`src/rtl/dma_counter_cfg.svh`:
```
`ifndef DMA_COUNTER_CFG_SVH
`define DMA_COUNTER_CFG_SVH

// =============================================================
// Command codes
`define CMD_CONFIG_WRITE 8'hf0
`define CMD_CONFIG_READ 8'hf1
`define CMD_COUNTER_WRITE 8'hf2
`define CMD_COUNTER_READ 8'hf3
`define CMD_DEVICE_RESET 8'hf6

// =============================================================
// Field positions and reset values
`define DMA_ENABLE_POS 3
`define COUNT_END_ENABLE_POS 15
`define COUNTER_RESET 16'h0000
`define CONFIG_RESET 16'h0000

`endif

```
`src/rtl/dma_counter_pkg.sv`:
```
package dma_counter_pkg;
   typedef enum logic [1:0]
   {
      PH_IDLE = 2'b00,
      PH_DATA = 2'b01
   } phase_t;
   typedef logic [15:0] word_t;
endpackage : dma_counter_pkg
```
`src/rtl/dma_cmd_if.sv`:
```
`timescale 1ns/100ps
// Shared command/data bus between microprocessor and device controller.
interface dma_cmd_if;
   logic cmd_phase;
   logic wr_strobe;
   logic rd_strobe;
   logic [15:0] wdata;
   logic [15:0] rdata;
   logic rdata_valid;
   logic dma_byte;
   logic eot;
   logic dma_active;
   modport device (
      input cmd_phase, wr_strobe, rd_strobe, wdata, dma_byte,
      output rdata, rdata_valid, eot, dma_active
   );
   modport host (
      output cmd_phase, wr_strobe, rd_strobe, wdata, dma_byte,
      input rdata, rdata_valid, eot, dma_active
   );
endinterface : dma_cmd_if

```
`src/rtl/dma_counter_dev.sv`:
```
`timescale 1ns/100ps
`include "dma_counter_cfg.svh"
//
// Contract
// Counter write sets next transfer length.
// Counter read returns remaining byte count.
// USB bus reset keeps programmed count.
// Enable set again reloads working counter.
// F2 writes counter, F3 reads it.
// One 16-bit word follows; resets zero.
// F6 resets controller, no data.
// Reset command equals hardware reset.
// Enable starts, clear stops; bus reset clears.
// Count-end enable raises end at zero.
// Decrement per DMA byte, hold at zero.
module dma_counter_dev
   import dma_counter_pkg::*;
#(
   // Width of the byte counter and of each data word on the bus.
   parameter int COUNT_W = 16,
   // Bit of the configuration word that enables DMA.
   parameter int ENABLE_BIT = `DMA_ENABLE_POS,
   // Bit of the configuration word that enables end of transfer.
   parameter int COUNT_END_BIT = `COUNT_END_ENABLE_POS
)
(
   input wire logic CORE_CLK_I,
   input wire logic RESET_I,
   input wire logic USB_BUS_RESET_I,
   dma_cmd_if.device bus,
   output logic DMA_ENABLE_O,
   output logic [15:0] REMAINING_O
);

   phase_t phase_q;
   logic [7:0] cmd_q;
   word_t dma_byte_counter_q;
   word_t work_q;
   word_t config_q;
   logic soft_rst_q;
   logic rst;
   logic en_prev_q;
   logic dma_enable_bit;
   logic count_end_enable;
   logic read_take;

   // =============================================================
   // Parameter checks
   // The bus moves one full counter value per data phase, so the
   // counter must be exactly as wide as the data bus.
   if (COUNT_W != 16)
   begin : g_bad_count_w
      $error("COUNT_W must equal the 16-bit data bus width");
   end
   // Both enable bits must lie inside the configuration word.
   if (ENABLE_BIT < 0 || ENABLE_BIT >= COUNT_W)
   begin : g_bad_enable_bit
      $error("ENABLE_BIT lies outside the configuration word");
   end
   if (COUNT_END_BIT < 0 || COUNT_END_BIT >= COUNT_W)
   begin : g_bad_count_end_bit
      $error("COUNT_END_BIT lies outside the configuration word");
   end
   // One bit cannot serve as both enables.
   if (ENABLE_BIT == COUNT_END_BIT)
   begin : g_same_bits
      $error("ENABLE_BIT and COUNT_END_BIT must differ");
   end

   // =============================================================
   // Decoding helpers
   // A data word is a write strobe without the command flag, inside
   // the data phase that follows the given command code.
   function automatic logic data_write(
      input phase_t ph,
      input logic wr,
      input logic cp,
      input logic [7:0] cmd,
      input logic [7:0] code
   );
      return ph == PH_DATA && wr && !cp && cmd == code;
   endfunction : data_write

   // Unknown read commands still consume their word but answer zero.
   function automatic word_t read_mux(
      input logic [7:0] cmd,
      input word_t work,
      input word_t cfg
   );
      word_t res;
      res = 16'h0000;
      if (cmd == `CMD_COUNTER_READ)
         res = work;
      else if (cmd == `CMD_CONFIG_READ)
         res = cfg;
      return res;
   endfunction : read_mux

   // Soft reset acts as an extra asynchronous reset for one cycle.
   // It comes from a flip-flop, so the combined reset cannot glitch.
   assign rst = RESET_I | soft_rst_q;
   assign dma_enable_bit = config_q[ENABLE_BIT];
   assign count_end_enable = config_q[COUNT_END_BIT];
   assign read_take = phase_q == PH_DATA && bus.rd_strobe;

   // =============================================================
   // Command decoding
   always_ff @(posedge CORE_CLK_I or posedge RESET_I)
   begin
      if (RESET_I)
         soft_rst_q <= 1'b0;
      else
         soft_rst_q <= bus.wr_strobe && bus.cmd_phase &&
            bus.wdata[7:0] == `CMD_DEVICE_RESET;
   end

   always_ff @(posedge CORE_CLK_I or posedge rst)
   begin
      if (rst)
      begin
         phase_q <= PH_IDLE;
         cmd_q <= 8'h00;
      end
      else if (bus.cmd_phase && bus.wr_strobe)
      begin
         cmd_q <= bus.wdata[7:0];
         // Reset command takes no data phase.
         phase_q <= (bus.wdata[7:0] == `CMD_DEVICE_RESET) ? PH_IDLE
            : PH_DATA;
      end
      else if (phase_q == PH_DATA && (bus.wr_strobe || bus.rd_strobe))
         phase_q <= PH_IDLE;
   end

   // =============================================================
   // Registers
   always_ff @(posedge CORE_CLK_I or posedge rst)
   begin
      if (rst)
         dma_byte_counter_q <= `COUNTER_RESET;
      else if (data_write(phase_q, bus.wr_strobe, bus.cmd_phase, cmd_q,
               `CMD_COUNTER_WRITE))
         dma_byte_counter_q <= bus.wdata; // see see
   end

   always_ff @(posedge CORE_CLK_I or posedge rst)
   begin
      if (rst)
         config_q <= `CONFIG_RESET;
      else if (USB_BUS_RESET_I)
         config_q[ENABLE_BIT] <= 1'b0;
      else if (data_write(phase_q, bus.wr_strobe, bus.cmd_phase, cmd_q,
               `CMD_CONFIG_WRITE))
         config_q <= bus.wdata;
   end

   always_ff @(posedge CORE_CLK_I or posedge rst)
   begin
      if (rst)
         en_prev_q <= 1'b0;
      else
         en_prev_q <= dma_enable_bit;
   end

   always_ff @(posedge CORE_CLK_I or posedge rst)
   begin
      if (rst)
         work_q <= `COUNTER_RESET;
      else if (dma_enable_bit && !en_prev_q)
         work_q <= dma_byte_counter_q;
      else if (dma_enable_bit && bus.dma_byte && work_q != 16'h0000)
         work_q <= work_q - 16'h0001;
   end

   // =============================================================
   // Outputs
   // Read answer: data stands until the next read takes its place.
   always_ff @(posedge CORE_CLK_I or posedge rst)
   begin
      if (rst)
      begin
         bus.rdata <= 16'h0000;
         bus.rdata_valid <= 1'b0;
      end
      else
      begin
         bus.rdata_valid <= read_take;
         if (read_take)
            bus.rdata <= read_mux(cmd_q, work_q, config_q);
      end
   end

   // End of transfer waits for the reload, so a stale zero count
   // from before the enable cannot end the new transfer at once.
   always_ff @(posedge CORE_CLK_I or posedge rst)
   begin
      if (rst)
         bus.eot <= 1'b0;
      else
         bus.eot <= count_end_enable && dma_enable_bit && en_prev_q &&
            work_q == 16'h0000;
   end

   // Status seen by the bus and by the pins.
   always_ff @(posedge CORE_CLK_I or posedge rst)
   begin
      if (rst)
      begin
         bus.dma_active <= 1'b0;
         DMA_ENABLE_O <= 1'b0;
         REMAINING_O <= 16'h0000;
      end
      else
      begin
         bus.dma_active <= dma_enable_bit;
         DMA_ENABLE_O <= dma_enable_bit;
         REMAINING_O <= work_q;
      end
   end

endmodule : dma_counter_dev

```
`src/flat_wrapper.sv`:
```
// flat-port wrapper written by rule: the top's interface ports become plain ports
module dma_counter_dev_flat import dma_counter_pkg::*;
#(
                                                                 
   parameter int COUNT_W = 16,
                                                     
   parameter int ENABLE_BIT = `DMA_ENABLE_POS,
                                                                 
   parameter int COUNT_END_BIT = `COUNT_END_ENABLE_POS
)
  (CORE_CLK_I, RESET_I, USB_BUS_RESET_I, DMA_ENABLE_O, REMAINING_O, bus_cmd_phase, bus_wr_strobe, bus_rd_strobe, bus_wdata, bus_dma_byte, bus_rdata, bus_rdata_valid, bus_eot, bus_dma_active);
  dma_cmd_if bus_i ();
  input wire logic CORE_CLK_I;
  input wire logic RESET_I;
  input wire logic USB_BUS_RESET_I;
  output logic DMA_ENABLE_O;
  output logic [15:0] REMAINING_O;
  input wire logic [$bits(bus_i.cmd_phase)-1:0] bus_cmd_phase;
  input wire logic [$bits(bus_i.wr_strobe)-1:0] bus_wr_strobe;
  input wire logic [$bits(bus_i.rd_strobe)-1:0] bus_rd_strobe;
  input wire logic [$bits(bus_i.wdata)-1:0] bus_wdata;
  input wire logic [$bits(bus_i.dma_byte)-1:0] bus_dma_byte;
  output wire logic [$bits(bus_i.rdata)-1:0] bus_rdata;
  output wire logic [$bits(bus_i.rdata_valid)-1:0] bus_rdata_valid;
  output wire logic [$bits(bus_i.eot)-1:0] bus_eot;
  output wire logic [$bits(bus_i.dma_active)-1:0] bus_dma_active;
  assign bus_i.cmd_phase = bus_cmd_phase;
  assign bus_i.wr_strobe = bus_wr_strobe;
  assign bus_i.rd_strobe = bus_rd_strobe;
  assign bus_i.wdata = bus_wdata;
  assign bus_i.dma_byte = bus_dma_byte;
  assign bus_rdata = bus_i.rdata;
  assign bus_rdata_valid = bus_i.rdata_valid;
  assign bus_eot = bus_i.eot;
  assign bus_dma_active = bus_i.dma_active;
  dma_counter_dev #(.COUNT_W(COUNT_W), .ENABLE_BIT(ENABLE_BIT), .COUNT_END_BIT(COUNT_END_BIT)) u_core (.CORE_CLK_I(CORE_CLK_I), .RESET_I(RESET_I), .USB_BUS_RESET_I(USB_BUS_RESET_I), .bus(bus_i), .DMA_ENABLE_O(DMA_ENABLE_O), .REMAINING_O(REMAINING_O));
endmodule
```
`config.mk`:
```
export PLATFORM = sky130hd
export DESIGN_NAME = dma_counter_dev_flat
export DESIGN_NICKNAME = d
export VERILOG_FILES = /design/src/rtl/dma_counter_pkg.sv /design/src/rtl/dma_cmd_if.sv /design/src/rtl/dma_counter_dev.sv /design/src/flat_wrapper.sv
export VERILOG_INCLUDE_DIRS = /design/src /design/src/rtl
export SDC_FILE = /design/constraint.sdc
export NUM_CORES = 1
export LEC_CHECK = 0
export BUFFER_PORTS_ARGS = -buffer_cell sky130_fd_sc_hd__buf_4
export CAP_MARGIN = 20
export CORE_MARGIN = 10
export CORE_UTILIZATION = 35
export CTS_BUF_LIST = sky130_fd_sc_hd__clkbuf_16
export DETAILED_ROUTE_END_ITERATION = 10
export PLACE_DENSITY = 0.65
export SETUP_SLACK_MARGIN = 0.3
export SLEW_MARGIN = 20
export SYNTH_ARGS = -nofsm -noshare
export SYNTH_HDL_FRONTEND = slang
export SYNTH_SLANG_ARGS = --single-unit
```
`constraint.sdc`:
```
create_clock -name CORE_CLK_I -period 7 [get_ports CORE_CLK_I]
set_input_delay 1.4 -clock CORE_CLK_I [delete_from_list [all_inputs] [get_ports CORE_CLK_I]]
set_output_delay 1.4 -clock CORE_CLK_I [all_outputs]
set_load 0.02 [all_outputs]
```
==> out/metrics.yaml <==
hp-class: "reg -> reg"
grt_usage_pct: 12.3
insertion_delay_ps: 340
die-width_um: 127
setup_viol: 0
gp_congestion: 0.869
ys_seq_elements: 93
htree_levels: 3
fin_nets: 394
die_h_um: 127
fin_crit_ps: 2870
antenna_left: 0
io_pins: 59
slowest_delay_ps: 930
cp_data_required_time_ps: 7220
post-cts-setup-buffers: 0
power_leakage_nw: 2.43
path_cells: "buf_4, nand4bb_1, or4_1, mux2_4"
hold_buffers: 0
route.detailed.drc: 0
p_switching_mw: 0.245
outcome: "complete, no violations"
drt-initial-drc-count: 307
numClockSinks: 93
synthTopCellsByArea: "dfrtp_1 (58%), mux2_2 (8.1%), a222oi_1 (4.0%)"
viasPerCell: 5.44
antenna_found_initial: 0
maxSlewViolCount: 0
grt_max_degree: 48
syn-cell-area_mm2: 0.00403
fin_tns_setup_ps: 0
firstDrtPassIters: 6
final_util_pct: 43.3
max_cap_viol_count: 0
power_mw: 1.13
cts_resized: 0
core_mm2: 0.0113
path_max_fanout: 16
intPower_mw: 0.889
p_comb_share_pct: 5.3
hold_violations: 0
seq_power_share_pct: 49.8
wirelength_mm: 9.89
start_util_pct: 35.6
maxSlewHeadroom_pct: 33.1
layout-drive-gt1-share_pct: 34.1
worst_ep_arrival_time_ps: 3090
yosysUniqueCellTypes: 56
core.rowCount: 39
synth.most_common_cell: "dfrtp_1"
synth_warnings: 0
dieArea_mm2: 0.0162
cts-root-buf: "clkbuf_16"
synth_common_cells: "dfrtp_1 (93), mux2_2 (29), inv_1 (28), a222oi_1 (16), nor2_1 (13)"
port_buffers: 58
wl_per_cell_um: 19.1
start_kind: "input pin"
vdd_drop_max_uv: 133
grt-ovfl-total: 0
cpLargestDelayFamily: "simple AND/OR/NAND/NOR gates"
hpwlAfterDp_mm: 7.09
synthCells: 314
synth_edf_count: 0
worst-path-buf-inv: 1
worstSetupEndpointType: "register"
critPathSlowestCell: "or4_1"
tightest_slew_ps: 996
powerDensity_mw_per_mm2: 231
cts_buffer_depth: 2
diodes: 0
path_class: "in -> reg"
vias: 2819
p_sw_share_pct: 21.6
skew_ps: 7.63
fin_crit_sh_pct: 41.0
synth_top_flop_cell: "dfrtp_1"
area_growth_syn_to_layout_pct: 21.7
cts_buffers: 9
clockPowerShare_pct: 44.9
tritoncts: "built"
cts.reportedPaths.clkPinSlew_ps: 60
fmax_mhz: 349
rsz0062_at_grt: "no"
grt_pass1_vias: 2986
synth_area_leader_cell: "dfrtp_1"
ys_seq_area_share_pct: 57.8
synth_top_cell_area_share_pct: 57.8
grt_pass1_wl_mm: 16.3
ys_async_sr_fraction_pct: 100
syn_nets: 338
fillers: 1079
synth.avg_cell_area_um2: 12.8
-- worst reg2reg max path, cell delays in order (launching register included) --
cell and delay (ps):
dfrtp_1 480, inv_1 130, ha_1 200, nor3b_4 320
nand4_1 340, or4b_1 600, nand3_1 90
-- power groups by stage --
stage / registers, mW / clock network (mW) / logic (mW)
after floorplan: 0.572 / 0 / 0.0309
after global placement: 0.573 / 0 / 0.0597
after detailed placement: 0.574 / 0 / 0.0615
after CTS: 0.564 / 0.522 / 0.0617
after global routing: 0.565 / 0.543 / 0.0668
final: 0.564 / 0.509 / 0.0602
-- per-layer routing --
metal / vias to the layer above / routed length [µm] / GRT usage [%]
met2: 93 / 4750 / 19.8
met5: - / 0 / 0
met1: 1417 / 4450 / 15.8
met4: 0 / 124 / 3.62
met3: 8 / 565 / 3.47
li1: 1301 / - / -
-- path summary, 6_finish.rpt --
check	startpoint	slack, ps	depth (start not counted)	to
max	bus_cmd_phase	4130	4	u_core.dma_byte_counter_q[15]$_DFFE_PP0P_
min in group asynchronous	u_core.soft_rst_q$_DFF_PP0_	500	2	u_core.cmd_q[7]$_DFFE_PP0P_
min reg2reg	u_core.bus.rdata[13]$_DFFE_PP0P_	490	2	u_core.bus.rdata[13]$_DFFE_PP0P_
max in group asynchronous	RESET_I	4740	4	u_core.REMAINING_O[13]$_DFF_PP0_
max reg2reg	u_core.work_q[0]$_DFFE_PP0P_	4780	6	u_core.work_q[10]$_DFFE_PP0P_
min	u_core.bus.rdata[13]$_DFFE_PP0P_	490	2	u_core.bus.rdata[13]$_DFFE_PP0P_
-- cell usage in the layout, fill, tap and decap left out, types with 3 or more instances in the layout --
cell       netlist  final
dfrtp_1         93     93
buf_4            2     61
mux2_2          29     29
inv_1           28     29
a222oi_1        16     16
nor2_1          13     12
nand3_1         11     11
mux2_4          10     10
nand2_1          9      9
clkbuf_16        0      9
nand4_1          7      7
a31oi_1          7      7
nor4_1           6      6
o22ai_1          6      6
nor3_1           5      5
nor4_4           1      3
a22oi_1          3      3
a21oi_1          3      3
and3_1           3      3
o21ai_0          3      3
mux2i_1          3      3
-- registers in the layout, summed over array words and instances, names as in the netlist --
register	flops
u_core.REMAINING_O	16
u_core.bus.rdata	16
u_core.config_q	16
u_core.dma_byte_counter_q	16
u_core.work_q	16
u_core.cmd_q	8
u_core.bus.eot	1
u_core.bus.rdata_valid	1
u_core.en_prev_q	1
u_core.phase_q	1
u_core.soft_rst_q	1
-- logic make-up after synthesis --
family / share of synthesized area [%]
buffers and inverters: 5.22
muxes: 12.6
adders and majority gates: 0.311
DFF: 57.8
xor gates and xnor gates: 0.218
AOI/OAI and AO/OA: 11.7
and+or+nand+nor: 12.2
-- per-stage QoR --
step           hold WS, ps  instance area, µm²  worst slack [ps]  std cells
2_1_floorplan          374                4030              2400        314
6_report               493                4900              4130        518
3_3_place_gp           478                4580              3810        502
4_1_cts                500                4900              4130        518
5_1_grt                519                4900              4060        518
3_5_place_dp           483                4580              3770        502
-- final cells by class --
class	instances	area, µm²	share of cell area, %
sequential	93	2330	47.5
multi-input combinational	177	1510	30.9
timing repair buffer	61	458	9.35
clock buffer	9	225	4.60
tap	143	179	3.65
inverter	28	105	2.15
clock inverter	7	91.3	1.86
(Power assumes the default switching activity.)
